===== config.mk =====
export PLATFORM = sky130hd
export DESIGN_NAME = debug_trace_control_trigger
export DESIGN_NICKNAME = d
export VERILOG_FILES = /design/src/design/trace_ctrl_pkg.sv /design/src/design/debug_trace_control_trigger.sv /design/src/design/trace_loop_track.sv
export SDC_FILE = /design/constraint.sdc
export NUM_CORES = 1
export LEC_CHECK = 0
export ABC_AREA = 1
export ABC_CLOCK_PERIOD_IN_PS = 3900
export BUFFER_PORTS_ARGS = -buffer_cell sky130_fd_sc_hd__buf_2
export CAP_MARGIN = 20
export CORE_MARGIN = 2
export CORE_UTILIZATION = 49
export DETAILED_ROUTE_END_ITERATION = 10
export PLACE_DENSITY = 0.87
export SYNTH_ARGS = -nofsm -noshare
export SYNTH_HDL_FRONTEND = slang
export SYNTH_HIERARCHICAL = 1
export SYNTH_SLANG_ARGS = --single-unit

===== constraint.sdc =====
create_clock -name clk_i -period 3.9 [get_ports clk_i]
set_clock_uncertainty 0.15 [all_clocks]
set_input_delay 0.39 -clock clk_i [delete_from_list [all_inputs] [get_ports clk_i]]
set_output_delay 0.39 -clock clk_i [all_outputs]
set_load 0.005 [all_outputs]

===== src/design/trace_ctrl_pkg.sv =====
package trace_ctrl_pkg;

    // Register indices; each byte address is four times the index
    localparam logic [7:0] CTRL_INDEX = 8'h0c;
    localparam logic [7:0] TRIG_INDEX = 8'h0d;
    localparam logic [7:0] STAT_INDEX = 8'h40;
    localparam logic [11:0] CTRL_ADDR = {2'h0, CTRL_INDEX, 2'h0};
    localparam logic [11:0] TRIG_ADDR = {2'h0, TRIG_INDEX, 2'h0};
    localparam logic [11:0] STAT_ADDR = {2'h0, STAT_INDEX, 2'h0};

    // Control register fields
    localparam int CTRL_EN_BIT = 7;
    localparam int CTRL_ARM_BIT = 6;
    localparam int CTRL_TAG_BIT = 5;
    localparam int CTRL_BRK_BIT = 4;
    localparam int CTRL_LOOP_BIT = 0;
    localparam logic [7:0] CTRL_RESET = 8'hc0;
    localparam logic [7:0] CTRL_WMASK = 8'hf1;

    // Trigger setup fields
    localparam int TRIG_OPC_BIT = 7;
    localparam int TRIG_BEGIN_BIT = 6;
    localparam int TRIG_MODE_LSB = 0;
    localparam logic [7:0] TRIG_RESET = 8'h00;
    localparam logic [7:0] TRIG_WMASK = 8'hcf;

    typedef enum logic [3:0] {
        MODE_A_ONLY = 4'h0,
        MODE_A_OR_B = 4'h1,
        MODE_A_THEN_B = 4'h2,
        MODE_EVENT_B = 4'h3,
        MODE_A_THEN_EVENT_B = 4'h4,
        MODE_A_AND_B = 4'h5,
        MODE_A_AND_NOT_B = 4'h6,
        MODE_INSIDE = 4'h7,
        MODE_OUTSIDE = 4'h8
    } trig_mode_e;

    typedef enum logic [1:0] {
        RUN_IDLE = 2'b00,
        RUN_WAIT_A = 2'b01,
        RUN_CAPTURE = 2'b11
    } run_state_e;

    // One bus cycle as seen by the comparators
    typedef struct packed {
        logic valid;
        logic [16:0] addr;
        logic [7:0] data;
        logic paged;
        logic executed;
        logic flow_change;
    } bus_cycle_s;

    // FIFO write request sent to the datapath
    typedef struct packed {
        logic write;
        logic [16:0] addr;
        logic paged;
    } fifo_write_s;

    localparam logic [16:0] ADDR_RESET = 17'h00000;

endpackage


===== src/design/debug_trace_control_trigger.sv =====
// How it works
// - Enable reads zero, unsettable when secured
// - Armed bit gates A/B triggering and capturing; C breaks need no arm
// - Kind bit: force or tag request
// - Break enable gates all break requests
// - Loop filter tracks no loops in event-only modes, still blocks C breaks
// - Repeat change-of-flow address skips FIFO write
// - New address stored and loaded into C
// - End-trace reset, if enabled with end placement, clears only arm, break
// - End-trace reset keeps trigger setup
// - Trigger setup writes ignored while armed
// - Opcode select: access or executed fetch
// - Begin placement starts capture at trigger
// - Codes 0-2: A, A or B, A then B
// - Codes 3-4: event-only B modes
// - Codes 5-6: full A and B modes
// - Range modes; codes 9-15 never trigger
// - Full modes: B compares data byte
//
// The APB slave port was left to the implementer.
`timescale 1ns/1ps
`default_nettype none
module debug_trace_control_trigger
    import trace_ctrl_pkg::*;
(
    input wire logic clk_i,
    input wire logic rstn_i,
    input wire logic end_trace_reset_i,
    input wire logic secure_i,
    input wire logic psel_i,
    input wire logic penable_i,
    input wire logic pwrite_i,
    input wire logic [11:0] paddr_i,
    input wire logic [31:0] pwdata_i,
    output logic [31:0] prdata_o,
    output logic pready_o,
    output logic pslverr_o,
    input wire bus_cycle_s bus_i,
    input wire logic [16:0] cmp_a_addr_i,
    input wire logic [16:0] cmp_b_addr_i,
    input wire logic [7:0] comparator_b_low_byte_i,
    input wire logic [16:0] cmp_c_addr_i,
    input wire logic cmp_c_paged_i,
    input wire logic fifo_full_i,
    output fifo_write_s fifo_o,
    output logic load_c_o,
    output logic [16:0] load_c_addr_o,
    output logic load_c_paged_o,
    output logic break_force_o,
    output logic break_tag_o,
    output logic triggered_o
);

    logic [1:0] secure_sync_q;
    logic secure;
    logic soft_rst_q;
    logic soft_rst_d;
    logic [7:0] ctrl_q;
    logic [7:0] trig_q;
    logic module_enable;
    logic capture_armed;
    logic breakpoint_kind_select;
    logic cpu_break_enable;
    logic repeat_loop_filter;
    logic opcode_trigger_select;
    logic trigger_position_select;
    logic [3:0] trigger_mode_code;
    logic wr;
    logic rd_hit;
    logic qual;
    logic match_a;
    logic match_b;
    logic match_c;
    logic event_only;
    logic full_mode;
    logic trig_hit;
    logic in_range;
    logic loop_active;
    logic store_flow;
    logic store_event;
    logic run_end;
    logic end_trace_held_q;
    run_state_e state_q;
    run_state_e state_d;
    fifo_write_s loop_fifo;

    assign module_enable = ctrl_q[CTRL_EN_BIT] && !secure;
    assign capture_armed = ctrl_q[CTRL_ARM_BIT];
    assign breakpoint_kind_select = ctrl_q[CTRL_TAG_BIT];
    assign cpu_break_enable = ctrl_q[CTRL_BRK_BIT];
    assign repeat_loop_filter = ctrl_q[CTRL_LOOP_BIT];
    assign opcode_trigger_select = trig_q[TRIG_OPC_BIT];
    assign trigger_position_select = trig_q[TRIG_BEGIN_BIT];
    assign trigger_mode_code = trig_q[TRIG_MODE_LSB +: 4];

    // Security arrives from another block's domain
    always_ff @(posedge clk_i or negedge rstn_i)
    begin
        if (!rstn_i)
        begin
            // Starts unsecured so the enable keeps its reset value
            secure_sync_q <= 2'b00;
        end
        else
        begin
            secure_sync_q <= {secure_sync_q[0], secure_i};
        end
    end

    assign secure = secure_sync_q[1];

    // Reset cause is sampled clocked; an async clear cannot keep field values
    assign soft_rst_d = end_trace_reset_i && module_enable && !trigger_position_select;

    always_ff @(posedge clk_i or negedge rstn_i)
    begin
        if (!rstn_i)
        begin
            soft_rst_q <= 1'b0;
        end
        else
        begin
            soft_rst_q <= soft_rst_d;
        end
    end

    assign wr = psel_i && penable_i && pwrite_i;
    assign pready_o = 1'b1;

    // Control register
    always_ff @(posedge clk_i or negedge rstn_i)
    begin
        if (!rstn_i)
        begin
            ctrl_q <= CTRL_RESET;
        end
        else if (soft_rst_q)
        begin
            ctrl_q[CTRL_ARM_BIT] <= 1'b0;
            ctrl_q[CTRL_BRK_BIT] <= 1'b0;
        end
        else
        begin
            if (wr && paddr_i == CTRL_ADDR)
            begin
                ctrl_q <= pwdata_i[7:0] & CTRL_WMASK;
                ctrl_q[CTRL_EN_BIT] <= pwdata_i[CTRL_EN_BIT] && !secure;
            end
            else if (run_end)
            begin
                ctrl_q[CTRL_ARM_BIT] <= 1'b0;
            end
            if (secure)
            begin
                ctrl_q[CTRL_EN_BIT] <= 1'b0;
            end
        end
    end

    // Trigger setup register; untouched by end-trace reset
    always_ff @(posedge clk_i or negedge rstn_i)
    begin
        if (!rstn_i)
        begin
            trig_q <= TRIG_RESET;
        end
        else if (wr && paddr_i == TRIG_ADDR && !capture_armed && !soft_rst_q)
        begin
            trig_q <= pwdata_i[7:0] & TRIG_WMASK;
        end
    end

    // Read side
    always_comb
    begin
        rd_hit = 1'b1;
        prdata_o = 32'h0000_0000;
        case (paddr_i)
            CTRL_ADDR:
            begin
                prdata_o[7:0] = ctrl_q;
                prdata_o[CTRL_EN_BIT] = module_enable;
            end
            TRIG_ADDR:
            begin
                prdata_o[7:0] = trig_q;
            end
            STAT_ADDR:
            begin
                prdata_o[2:0] = {triggered_o, state_q};
            end
            default:
            begin
                rd_hit = 1'b0;
            end
        endcase
    end

    assign pslverr_o = psel_i && penable_i && !rd_hit;

    // Comparators; opcode qualifier chooses access or executed fetch
    assign qual = bus_i.valid && (!opcode_trigger_select || bus_i.executed);
    assign full_mode = trigger_mode_code == MODE_A_AND_B || trigger_mode_code == MODE_A_AND_NOT_B;
    assign match_a = qual && bus_i.addr == cmp_a_addr_i;
    // Full modes compare B against the data bus low byte
    assign match_b = full_mode ? (qual && bus_i.data == comparator_b_low_byte_i)
                               : (qual && bus_i.addr == cmp_b_addr_i);
    assign match_c = qual && bus_i.addr == cmp_c_addr_i;
    assign in_range = bus_i.addr >= cmp_a_addr_i && bus_i.addr <= cmp_b_addr_i;
    assign event_only = trigger_mode_code == MODE_EVENT_B ||
                        trigger_mode_code == MODE_A_THEN_EVENT_B;

    always_comb
    begin
        case (trigger_mode_code)
            MODE_A_ONLY: trig_hit = match_a;
            MODE_A_OR_B: trig_hit = match_a || match_b;
            MODE_A_THEN_B: trig_hit = (state_q == RUN_CAPTURE) ? match_b : 1'b0;
            MODE_EVENT_B: trig_hit = match_b;
            MODE_A_THEN_EVENT_B: trig_hit = match_a;
            MODE_A_AND_B: trig_hit = match_a && match_b;
            MODE_A_AND_NOT_B: trig_hit = match_a && !match_b;
            MODE_INSIDE: trig_hit = qual && in_range;
            MODE_OUTSIDE: trig_hit = qual && !in_range;
            default: trig_hit = 1'b0;
        endcase
    end

    // Run sequencer: WAIT_A is the first half of the two-step modes
    always_comb
    begin
        state_d = state_q;
        run_end = 1'b0;
        case (state_q)
            RUN_IDLE:
            begin
                if (module_enable && capture_armed)
                begin
                    if (trigger_mode_code == MODE_A_THEN_B ||
                        trigger_mode_code == MODE_A_THEN_EVENT_B)
                    begin
                        state_d = RUN_WAIT_A;
                    end
                    else
                    begin
                        state_d = RUN_CAPTURE;
                    end
                end
            end
            RUN_WAIT_A:
            begin
                if (match_a)
                begin
                    state_d = RUN_CAPTURE;
                end
            end
            RUN_CAPTURE:
            begin
                if (trigger_position_select)
                begin
                    run_end = fifo_full_i;
                end
                else
                begin
                    run_end = trig_hit && !event_only;
                end
                if (run_end)
                begin
                    state_d = RUN_IDLE;
                end
            end
            default:
            begin
                state_d = RUN_IDLE;
            end
        endcase
        if (!(module_enable && capture_armed))
        begin
            state_d = RUN_IDLE;
        end
    end

    always_ff @(posedge clk_i or negedge rstn_i)
    begin
        if (!rstn_i)
        begin
            state_q <= RUN_IDLE;
        end
        else
        begin
            state_q <= state_d;
        end
    end

    // Begin placement: storing starts once the trigger has fired
    always_ff @(posedge clk_i or negedge rstn_i)
    begin
        if (!rstn_i)
        begin
            triggered_o <= 1'b0;
        end
        else if (state_q == RUN_IDLE)
        begin
            triggered_o <= 1'b0;
        end
        else if (state_q == RUN_CAPTURE && trig_hit)
        begin
            triggered_o <= 1'b1;
        end
    end

    assign store_flow = state_q == RUN_CAPTURE && !event_only && bus_i.valid &&
                        bus_i.flow_change &&
                       (!trigger_position_select || triggered_o);
    assign store_event = state_q == RUN_CAPTURE && event_only && match_b;
    assign loop_active = repeat_loop_filter && !event_only;

    trace_loop_track loop_track (
        .clk_i(clk_i),
        .rstn_i(rstn_i),
        .active_i(loop_active),
        .flow_valid_i(store_flow || store_event),
        .flow_addr_i(store_event ? {9'h000, bus_i.data} : bus_i.addr),
        .flow_paged_i(store_event ? 1'b0 : bus_i.paged),
        .cmp_c_addr_i(cmp_c_addr_i),
        .cmp_c_paged_i(cmp_c_paged_i),
        .fifo_o(loop_fifo),
        .load_c_o(load_c_o),
        .load_c_addr_o(load_c_addr_o),
        .load_c_paged_o(load_c_paged_o)
    );

    assign fifo_o = loop_fifo;

    // Break requests; comparator C unavailable while it tracks loops
    always_ff @(posedge clk_i or negedge rstn_i)
    begin
        if (!rstn_i)
        begin
            break_force_o <= 1'b0;
            break_tag_o <= 1'b0;
            end_trace_held_q <= 1'b0;
        end
        else
        begin
            end_trace_held_q <= run_end;
            break_force_o <= cpu_break_enable && module_enable && !breakpoint_kind_select &&
                             (run_end || (match_c && !repeat_loop_filter));
            break_tag_o <= cpu_break_enable && module_enable && breakpoint_kind_select &&
                           (run_end || (match_c && !repeat_loop_filter));
        end
    end

endmodule
`default_nettype wire


===== src/design/trace_loop_track.sv =====
`timescale 1ns/1ps
`default_nettype none
module trace_loop_track
    import trace_ctrl_pkg::*;
(
    input wire logic clk_i,
    input wire logic rstn_i,
    input wire logic active_i,
    input wire logic flow_valid_i,
    input wire logic [16:0] flow_addr_i,
    input wire logic flow_paged_i,
    input wire logic [16:0] cmp_c_addr_i,
    input wire logic cmp_c_paged_i,
    output fifo_write_s fifo_o,
    output logic load_c_o,
    output logic [16:0] load_c_addr_o,
    output logic load_c_paged_o
);

    logic repeat_hit;

    assign repeat_hit = active_i && (flow_addr_i == cmp_c_addr_i) &&
                        (flow_paged_i == cmp_c_paged_i);

    // Registered so the FIFO and comparator C see the same edge
    always_ff @(posedge clk_i or negedge rstn_i)
    begin
        if (!rstn_i)
        begin
            fifo_o <= '0;
            load_c_o <= 1'b0;
            load_c_addr_o <= ADDR_RESET;
            load_c_paged_o <= 1'b0;
        end
        else
        begin
            fifo_o.write <= flow_valid_i && !repeat_hit;
            fifo_o.addr <= flow_addr_i;
            fifo_o.paged <= flow_paged_i;
            load_c_o <= flow_valid_i && active_i && !repeat_hit;
            load_c_addr_o <= flow_addr_i;
            load_c_paged_o <= flow_paged_i;
        end
    end

endmodule
`default_nettype wire


# --- Word level (Yosys, flattened, before mapping) ---
# Index checks and enable logic that the tools add are counted.
totals:
  rom_bits: 0
  n_memories: 0
  wordCells: 137
  out_inout_bits: 75
  latchBits: 0
  reg_bits: 39
  inputBits: 141
  ram_bits: 0
op_classes:
  div: 0
  reduce_logical: 73
  mul: 0
  magnitude_cmp: 2
  add_sub_neg: 0
  n_mux: 25
  shifts: 0
  n_bitwise: 1
  eq_ne: 21
ops:
  columns: ["operator", "n"]
  rows:
  - ["== test 17 bit", 4]
  - ["logical AND 1 bit", 42]
  - ["== test 12 x 6 -> 1 bit, second input constant", 2]
  - ["greater-or-equal comparator 17 bit", 1]
  - ["less-or-equal comparator 17 bit", 1]
  - ["two-way mux 17 bit", 1]
  - ["== test 4 x 3 -> 1 bit, second input constant", 4]
  - ["two-way mux 1 bit", 15]
  - ["== test 12 x 9 -> 1 bit, second input constant", 1]
  - ["zero test 1 bit", 12]
  - ["case mux 5 bit (2 select lines)", 1]
  - ["case mux 3 bit (3 select lines)", 1]
  - ["== test 4 x 2 -> 1 bit, second input constant", 2]
  - ["== test 8 bit", 1]
  - ["logical OR 1 bit", 8]
  - ["two-way mux 2 bit", 4]
  - ["case mux 1 bit (8 select lines)", 1]
  - ["case mux 2 bit (3 select lines)", 1]
  - ["AND reduction 2 bit", 3]
  - ["nonzero test 2 bit", 3]
  - ["two-way mux 5 bit", 1]
  - ["== test 4 x 1 -> 1 bit, second input constant", 1]
  - ["== test 4 bit, second input constant", 1]
  - ["zero test 4 bit", 1]
  - ["10 further kinds", 10]

# --- Longest topological paths before layout ---
# Gate-level depths: netlist (run 1).
depth:
  depth_word: 15
  depth_mapped: 21
  depth_no_buf: 20

# --- Cells and area by module ---
# Netlist (run 1), hierarchy kept.
modules_own_cells:
  columns: ["module", "n_inst", "area_per_inst_um2", "cells_per_inst", "seq_area_each_um2"]
  rows:
  - ["debug_trace_control_trigger", 1, 2935.3, 460, 478.0]
  - ["trace_loop_track", 1, 1024.7, 135, 500.5]

# --- Least setup slack after synthesis (run 1) ---
# OpenSTA, ideal clock, no wires.
synth_timing:
  kind: "input to register"
  startpoint: "in cmp_b_addr_i[16]"
  endpoint: "reg, netlist name loop_track/fifo_o[18]"
  t_arrival_ps: 2232
  cell_stages: 18
  n_path_buf: 0
  slack_ps: 1401
  required_ps: 3634
  setup_time_ps: 116
  cell_sequence: "inv_1 ha_1 nand2_1 nor2_2 nand2_1 nor2_1 nand2_1 nand2_1 nand4_2 mux2_2 inv_1 nand2_1 nand2_1 nand2_1 nor2_1 nand3_1 nor2_2 nor2_1"
synth_between:
  elab_chain_cells: 10
  elab_cells_between_ends: 13
  cone_classes: "eq/ne (3); mux (3); reduce/logical (7)"
synth_rtl:
  columns: ["element", "line_no", "source"]
  rows:
  - ["from (decl)", "debug_trace_control_trigger.sv:40", "input wire logic [16:0] cmp_b_addr_i,"]
  - ["== test 17 bit *", "debug_trace_control_trigger.sv:207", ": (qual && bus_i.addr == cmp_b_addr_i);"]
  - ["logical AND 1 bit *", "debug_trace_control_trigger.sv:207", null]
  - ["two-way mux 1 bit *", "debug_trace_control_trigger.sv:206", "assign match_b = full_mode ? (qual && bus_i.data == comparator_b_low_byte_i)"]
  - ["logical AND 1 bit *", "debug_trace_control_trigger.sv:315", "assign store_event = state_q == RUN_CAPTURE && event_only && match_b;"]
  - ["two-way mux 17 bit", "debug_trace_control_trigger.sv:323", ".flow_addr_i(store_event ? {9'h000, bus_i.data} : bus_i.addr),"]
  - ["== test 17 bit", "trace_loop_track.sv:22", "assign repeat_hit = active_i && (flow_addr_i == cmp_c_addr_i) &&"]
  - ["logical AND 1 bit (2 in a row)", "trace_loop_track.sv:22", null]
  - ["zero test 1 bit", "trace_loop_track.sv:37", "fifo_o.write <= flow_valid_i && !repeat_hit;"]
  - ["logical AND 1 bit *", "trace_loop_track.sv:37", null]
# Every way passes the cells marked *; elsewhere a longest branch is shown, timed or not.
# A chain may end at the register's enable or synchronous reset.

# --- Worst setup path in the final report (run 1) ---
layout_timing:
  startpoint: "in bus_i[27] in the netlist's numbering"
  endpoint: "reg loop_track.load_c_o"
layout_between:
  elab_chain_cells: 10
  elab_cells_between_ends: 14
  cone_classes: "eq/ne (3); mux (3); reduce/logical (8)"
layout_rtl:
  columns: ["element", "line_no", "source"]
  rows:
  - ["from (decl)", "debug_trace_control_trigger.sv:38", "input wire bus_cycle_s bus_i,"]
  - ["== test 17 bit", "debug_trace_control_trigger.sv:207", null]
  - ["logical AND 1 bit", "debug_trace_control_trigger.sv:207", null]
  - ["two-way mux 1 bit", "debug_trace_control_trigger.sv:206", null]
  - ["logical AND 1 bit", "debug_trace_control_trigger.sv:315", null]
  - ["two-way mux 17 bit", "debug_trace_control_trigger.sv:323", null]
  - ["== test 17 bit", "trace_loop_track.sv:22", null]
  - ["logical AND 1 bit (2 in a row)", "trace_loop_track.sv:22", null]
  - ["zero test 1 bit", "trace_loop_track.sv:40", "load_c_o <= flow_valid_i && active_i && !repeat_hit;"]
  - ["logical AND 1 bit *", "trace_loop_track.sv:40", null]
  - ["to (signal assigned)", "trace_loop_track.sv:40", null]
  - ["to (decl)", "trace_loop_track.sv:15", "output logic load_c_o,"]
# Marked as above.

==> results of run 1 <==
cell families (layout without fill, tap and decap cells):
group,Yosys count,after routing,share of synthesized area [%]
XOR/XNOR,19,19,4.20
AO/OA/AOI/OAI,40,40,6.19
multiplexers,14,14,3.79
adder cells (fa/ha/maj),34,34,10.7
AND/OR/NAND/NOR,259,259,28.2
other,2,25,0.190
flip-flops,39,39,24.7
buffers and inverters,188,319,21.9
registers in the layout, summed over array words and instances, names as in the netlist:
name                 flops
loop_track/fifo_o       19
trig_q                   6
ctrl_q                   5
secure_sync_q            2
state_q                  2
break_force_o            1
break_tag_o              1
loop_track/load_c_o      1
soft_rst_q               1
triggered_o              1
placed cells by master (no fill, tap or decap), types with 9 or more instances in the layout:
cell and count:
a21oi_1 13, conb_1 25, buf_2 166, o21ai_0 9, xnor2_1 14, dfrtp_1 37, nand2_1 149, ha_1 34
inv_1 143, nand3_1 20, nand4_1 10, nor2_1 60
final cells by class:
class                      count  area [um^2]  share of cell area [%]
clock inverter                 3         43.8                   0.913
multi-input combinational    391         2200                    45.9
inverter                     144          541                    11.3
clock buffer                   5         68.8                    1.43
tap                          102          128                    2.66
sequential                    39          978                    20.4
timing repair buffer         167          838                    17.5
how the worst max path moves through the flow:
stage                                start                     to
after floorplan           cmp_b_addr_i[16]  loop_track/fifo_o[18]
after global placement           bus_i[27]    loop_track/load_c_o
after detailed placement         bus_i[27]    loop_track/load_c_o
after CTS                        bus_i[27]    loop_track/load_c_o
after global routing             bus_i[27]    loop_track/load_c_o
final                            bus_i[27]    loop_track/load_c_o
metal layers:
metal,up-vias,track usage [%]
met5,-,0
met4,0,9.54
met1,1850,28.8
li1,2050,-
met3,29,2.89
met2,186,44.3
stage by stage:
stage	util, %	hold WS (ps)
6_report	61.8	50.3
5_1_grt	61.8	34.3
4_1_cts	61.8	44.7
3_5_place_dp	60.3	194
3_3_place_gp	60.3	182
2_1_floorplan	-	-55.6
where the power goes:
group,total [W],internal (W),switching (W)
Combinational,0.000296,0.000128,0.000167
Clock,0.000346,0.000191,0.000155
Sequential,0.000419,0.000415,0.00000441
==> flow_summary.ini, run 1 <==
[outcome]
status = finished, final reports clean

[die]
die-area_mm2 = 0.00882
die_width_um = 93.9
rows = 32
fp.dieH_um = 93.9
start_util_pct = 51.0
core_area_mm2 = 0.00777
boundaryPins = 216

[clocking]
root_buffer = clkbuf_8
clkTransAtPathRegs_ps = 80
ctsHoldBuffers = 0
cts_setup_buffers = 0
cts_resized = 0
clockBufferDepth = 2
cts_max_level = 2
cts_tree = yes
numCtsBuffers = 5
clock_sinks = 39
clk_latency_ps = 290

[finish]
fin_area_mm2 = 0.00480
nNetsFinal = 923
stdcell_count = 851
antennaDiodeCount = 0
drive_above_1_share_pct = 26.4
nFillCells = 737
syn_to_final_growth_pct = 21.1

[power_and_ir_drop]
powerDensity_mw_per_mm2 = 221
power_w = 0.00106
power_leakage_nw = 3.00
peakVddDrop_uv = 121

[worst_setup_path]
max_stage_delay_ps = 480
critPathBufInv = 2
crit_type = in -> reg
rr_worst_depth = 15
crit_chain = buf_2, ha_1, nand2_1, nor2_2, nand2_1, nor2_1, nand2_1, nand2_1, nand4_2, mux2_2, nand2_1, nand2_1, inv_1, nand2_1, nor2_1, nand3_1, nor2_2, nor2_1
start_kind = input port
path_max_fanout = 15
path_delay_family = simple AND/OR/NAND/NOR gates
worst-path-stages = 18
cp_slowest_cell = mux2_2
cp-end-kind = register
worstReg2RegStart = trig_q[1]
critPathMostFrequentCell = nand2_1
critPathArrivalTime_ps = 3040
reg2reg_to = loop_track/load_c_o
r2r_slack_ps = 1030
required_ps = 3940

[grt]
grt.overflow.total = 0
grt_pass1_wl_um = 17000
antenna_found_initial = 0
grt_max_degree = 40
grt_pass1_vias = 3903
grt.total_usage_pct = 24.3

[synthesis]
async_flop_share_pct = 100
synth_top_area_share_pct = 23.4
synth_flop_cell = dfrtp_1
synth_cell_types = 38
netlist_top_cells_count = 149 x nand2_1, 143 x inv_1, 60 x nor2_1
netlist_area_mm2 = 0.00396
synth-seq-area-share_pct = 24.7
postSynthAreaPerCell_um2 = 6.66
yosysTopAreaCell = dfrtp_1
postSynthCellCount = 595
yosys_warnings = 6
yosysMostFrequentCell = nand2_1
synthTopCellsByArea = dfrtp_1 23%, nand2_1 14%, inv_1 14%
synth_seq_cells = 39
synth-edff-count = 0

[routing]
dr.max_layer_used = met4
drc_errors = 0
wl_um = 10800
routed-wl-met3_um = 747
viasPerCell = 4.84
ant_nets = 0
drtIter0Drc = 202
wl_per_cell_um = 12.6
num_vias = 4115
dr.pass1.iters = 7
met2_length_um = 5430
routedLengthMet1_um = 4310

[job]
maxCapViolCount = 0

[sta]
setup_viol = 0
slew_headroom_pct = 41.7
fin_crit_ps = 3000
setup_ws_ps = 896
hold_viol = 0
slew_viol_final = 0
setup_tns_ps = 0
grt_setup_unrepaired = false
worst_slew_pin_slew_ps = 874
clock.fmax_ghz = 0.333
period_share_pct = 77.0

[place]
port_buffers = 166
pre_cts_slack_ps = 652
dpl.hpwl_um = 9150
dpl.cell_count = 843
place.gp.congestion = 0.955
placed_cell_area_mm2 = 0.00468

[hold_path]
hold_class = in -> async
Note: power is estimated with default switching activity, not from simulation.
==> run 2: changes to the inputs <==
--- a/config.mk
+++ b/config.mk
@@ -6,13 +6,13 @@
 export NUM_CORES = 1
 export LEC_CHECK = 0
 export ABC_AREA = 1
-export ABC_CLOCK_PERIOD_IN_PS = 3900
+export ABC_CLOCK_PERIOD_IN_PS = 2710
 export BUFFER_PORTS_ARGS = -buffer_cell sky130_fd_sc_hd__buf_2
 export CAP_MARGIN = 20
 export CORE_MARGIN = 2
-export CORE_UTILIZATION = 49
+export CORE_UTILIZATION = 42
 export DETAILED_ROUTE_END_ITERATION = 10
-export PLACE_DENSITY = 0.87
+export PLACE_DENSITY = 0.79
 export SYNTH_ARGS = -nofsm -noshare
 export SYNTH_HDL_FRONTEND = slang
 export SYNTH_HIERARCHICAL = 1
==> constraint.sdc (replaced) <==
create_clock -name clk_i -period 2.71 [get_ports clk_i]
set_clock_uncertainty 0.15 [all_clocks]
set_input_delay 0.271 -clock clk_i [delete_from_list [all_inputs] [get_ports clk_i]]
set_output_delay 0.271 -clock clk_i [all_outputs]
set_load 0.005 [all_outputs]
==> flow_summary.ini, run 2 (synthesized netlist as in run 1, its figures left out) <==
[outcome]
status = finished, final reports clean

[finish]
antennaDiodeCount = 0
largest_reg_flops = 19
utilization_pct = 54.5
largestRegisters = loop_track/fifo_o (19), trig_q (6), ctrl_q (5)
multi_input_area_mm2 = 0.00221
syn_to_final_growth_pct = 26.5
regArea_um2 = 981
stdcell_count = 884
layout_common_cells = 166 x buf_2, 149 x nand2_1, 141 x inv_1
fin_area_mm2 = 0.00501
layout_commonest_cell = buf_2
nFillCells = 943
drive_above_1_share_pct = 29.4
max_flop_register = loop_track/fifo_o
nNetsFinal = 947

[power_and_ir_drop]
seq_power_share_pct = 39.1
switching_share_pct = 30.2
power_frac_comb_pct = 28.5
power_leakage_nw = 3.11
peakVddDrop_uv = 249
powerDensity_mw_per_mm2 = 308
internal_power_w = 0.00108
power_frac_clock_pct = 32.4
switchingPower_w = 0.000466

[sta]
setup_tns_ps = 0
fin_crit_ps = 2460
slew_headroom_pct = 42.8
clock.fmax_ghz = 0.407
grt_setup_unrepaired = false
worst_slew_pin_slew_ps = 858
hold_viol = 0
period_share_pct = 90.6
slew_viol_final = 0
setup_viol = 0

[die]
die_width_um = 101
core_area_mm2 = 0.00920
start_util_pct = 43.1
fp.dieH_um = 101
boundaryPins = 216
rows = 35
die-area_mm2 = 0.0102

[hold_path]
hold_class = in -> reg
worstHoldStart = pwdata_i[3]

[worst_setup_path]
start_kind = register
cp-end-kind = register
max_stage_delay_ps = 470
critPathBufInv = 3
crit_path_start = trig_q[3]
crit_type = reg -> reg
path_max_fanout = 7
path_delay_family = simple AND/OR/NAND/NOR gates
critPathMostFrequentCell = nor2_1
crit_chain = nor2_4, inv_1, nor2_1, nor2_1, nor2_1, nand4_2, buf_4, mux2_2, inv_1, nand2_1, nand2_1, nand2_1, nor2_1, nand3_1, nor2_2, nor2_1
critPathArrivalTime_ps = 2500
worstReg2RegStart = trig_q[3]
required_ps = 2750
cp_slowest_cell = dfrtp_2

[routing]
wl_um = 10000
wl_per_cell_um = 11.4
viasPerCell = 4.53
dr.pass1.iters = 4
drc_errors = 0
ant_nets = 0
drtIter0Drc = 223
num_vias = 4004

[clocking]
clockBufferDepth = 2
root_buffer = clkbuf_8
clk_latency_ps = 290
cts_max_level = 2
numCtsBuffers = 5
clock_sinks = 39
clkTransAtPathRegs_ps = 80
cts_tree = yes

[grt]
grt.total_usage_pct = 20.1
grt.overflow.total = 0
grt_pass1_vias = 3709
grt_max_degree = 40
antenna_found_initial = 0
grt_pass1_wl_um = 16500

[place]
place.gp.congestion = 0.907
port_buffers = 166
placed_cell_area_mm2 = 0.00486
dpl.hpwl_um = 8770
dpl.cell_count = 874

[job]
maxCapViolCount = 0
[run 2: cell types whose count changed in the layout (fill, tap and decap cells not counted), sizes merged]
| cell | before | now |
|---|---|---|
| dlygate4sd3 | 0 | 2 |
| buf | 167 | 189 |
[run 2: path summary, 6_finish.rpt]
path                                        endpoint  cells past startpoint  slack, ps
max in group asynchronous                  trig_q[3]                      2       1340
worst min register to register      secure_sync_q[1]                      0        200
worst min-delay path                       trig_q[3]                      3         20
min in group asynchronous       loop_track/fifo_o[5]                      2        460
worst max register to register   loop_track/load_c_o                     16        250
worst max-delay path             loop_track/load_c_o                     16        250
[run 2: power groups by stage]
| stage | Sequential (W) | Combinational [W] | Clock [W] |
|---|---|---|---|
| finish | 0.000603 | 0.000440 | 0.000500 |
| global route | 0.000605 | 0.000509 | 0.000531 |
| CTS | 0.000603 | 0.000442 | 0.000511 |
| detailed placement | 0.000615 | 0.000437 | 0 |
| global placement | 0.000614 | 0.000429 | 0 |
| floorplan | 0.000617 | 0.000259 | 0 |
[run 2: worst reg2reg max path, stage by stage (launching register included)]
cell and delay (ps):
dfrtp_2 470, nor2_4 150, inv_1 60, nor2_1 120, nor2_1 70, nor2_1 120
nand4_2 130, buf_4 190, mux2_2 300, inv_1 60, nand2_1 50, nand2_1 70
nand2_1 50, nor2_1 110, nand3_1 100, nor2_2 120, nor2_1 50
[run 2: cell type report]
cell class	instances	area share, %
multi-input cells	391	44.2
repair buffers	191	20.4
flip-flops and latches	39	19.6
inverters	144	10.8
well taps	111	2.77
clock buffers	5	1.37
clock inverters	3	0.874
[run 2: layer usage]
metal	GRT usage (%)	part of all wire, %	vias up	routed length, um
li1	-	-	2098	-
met1	25.6	43	1752	4290
met2	34.5	49	133	4870
met3	2.43	6.2	21	619
met4	8.11	2.5	0	254
met5	0	0	-	0
[run 2: what timing repair did]
item / 4_1_cts / 5_1_grt
setup buffers: 0 / 0
endpoints found under the setup margin: 0 / 2
gates resized for setup: 0 / 8
hold buffers: 2 / 0
endpoints found under the hold margin: 38 / 0
[run 2: metrics by stage]
step	setup WS, ps	hold slack, ps	power (W)
after floorplan	330	-175	0.000876
after global placement	21.8	181	0.00104
after detailed placement	-36.7	186	0.00105
after CTS	172	20.4	0.00156
after global routing	3.35	30.1	0.00165
final	254	24.9	0.00154
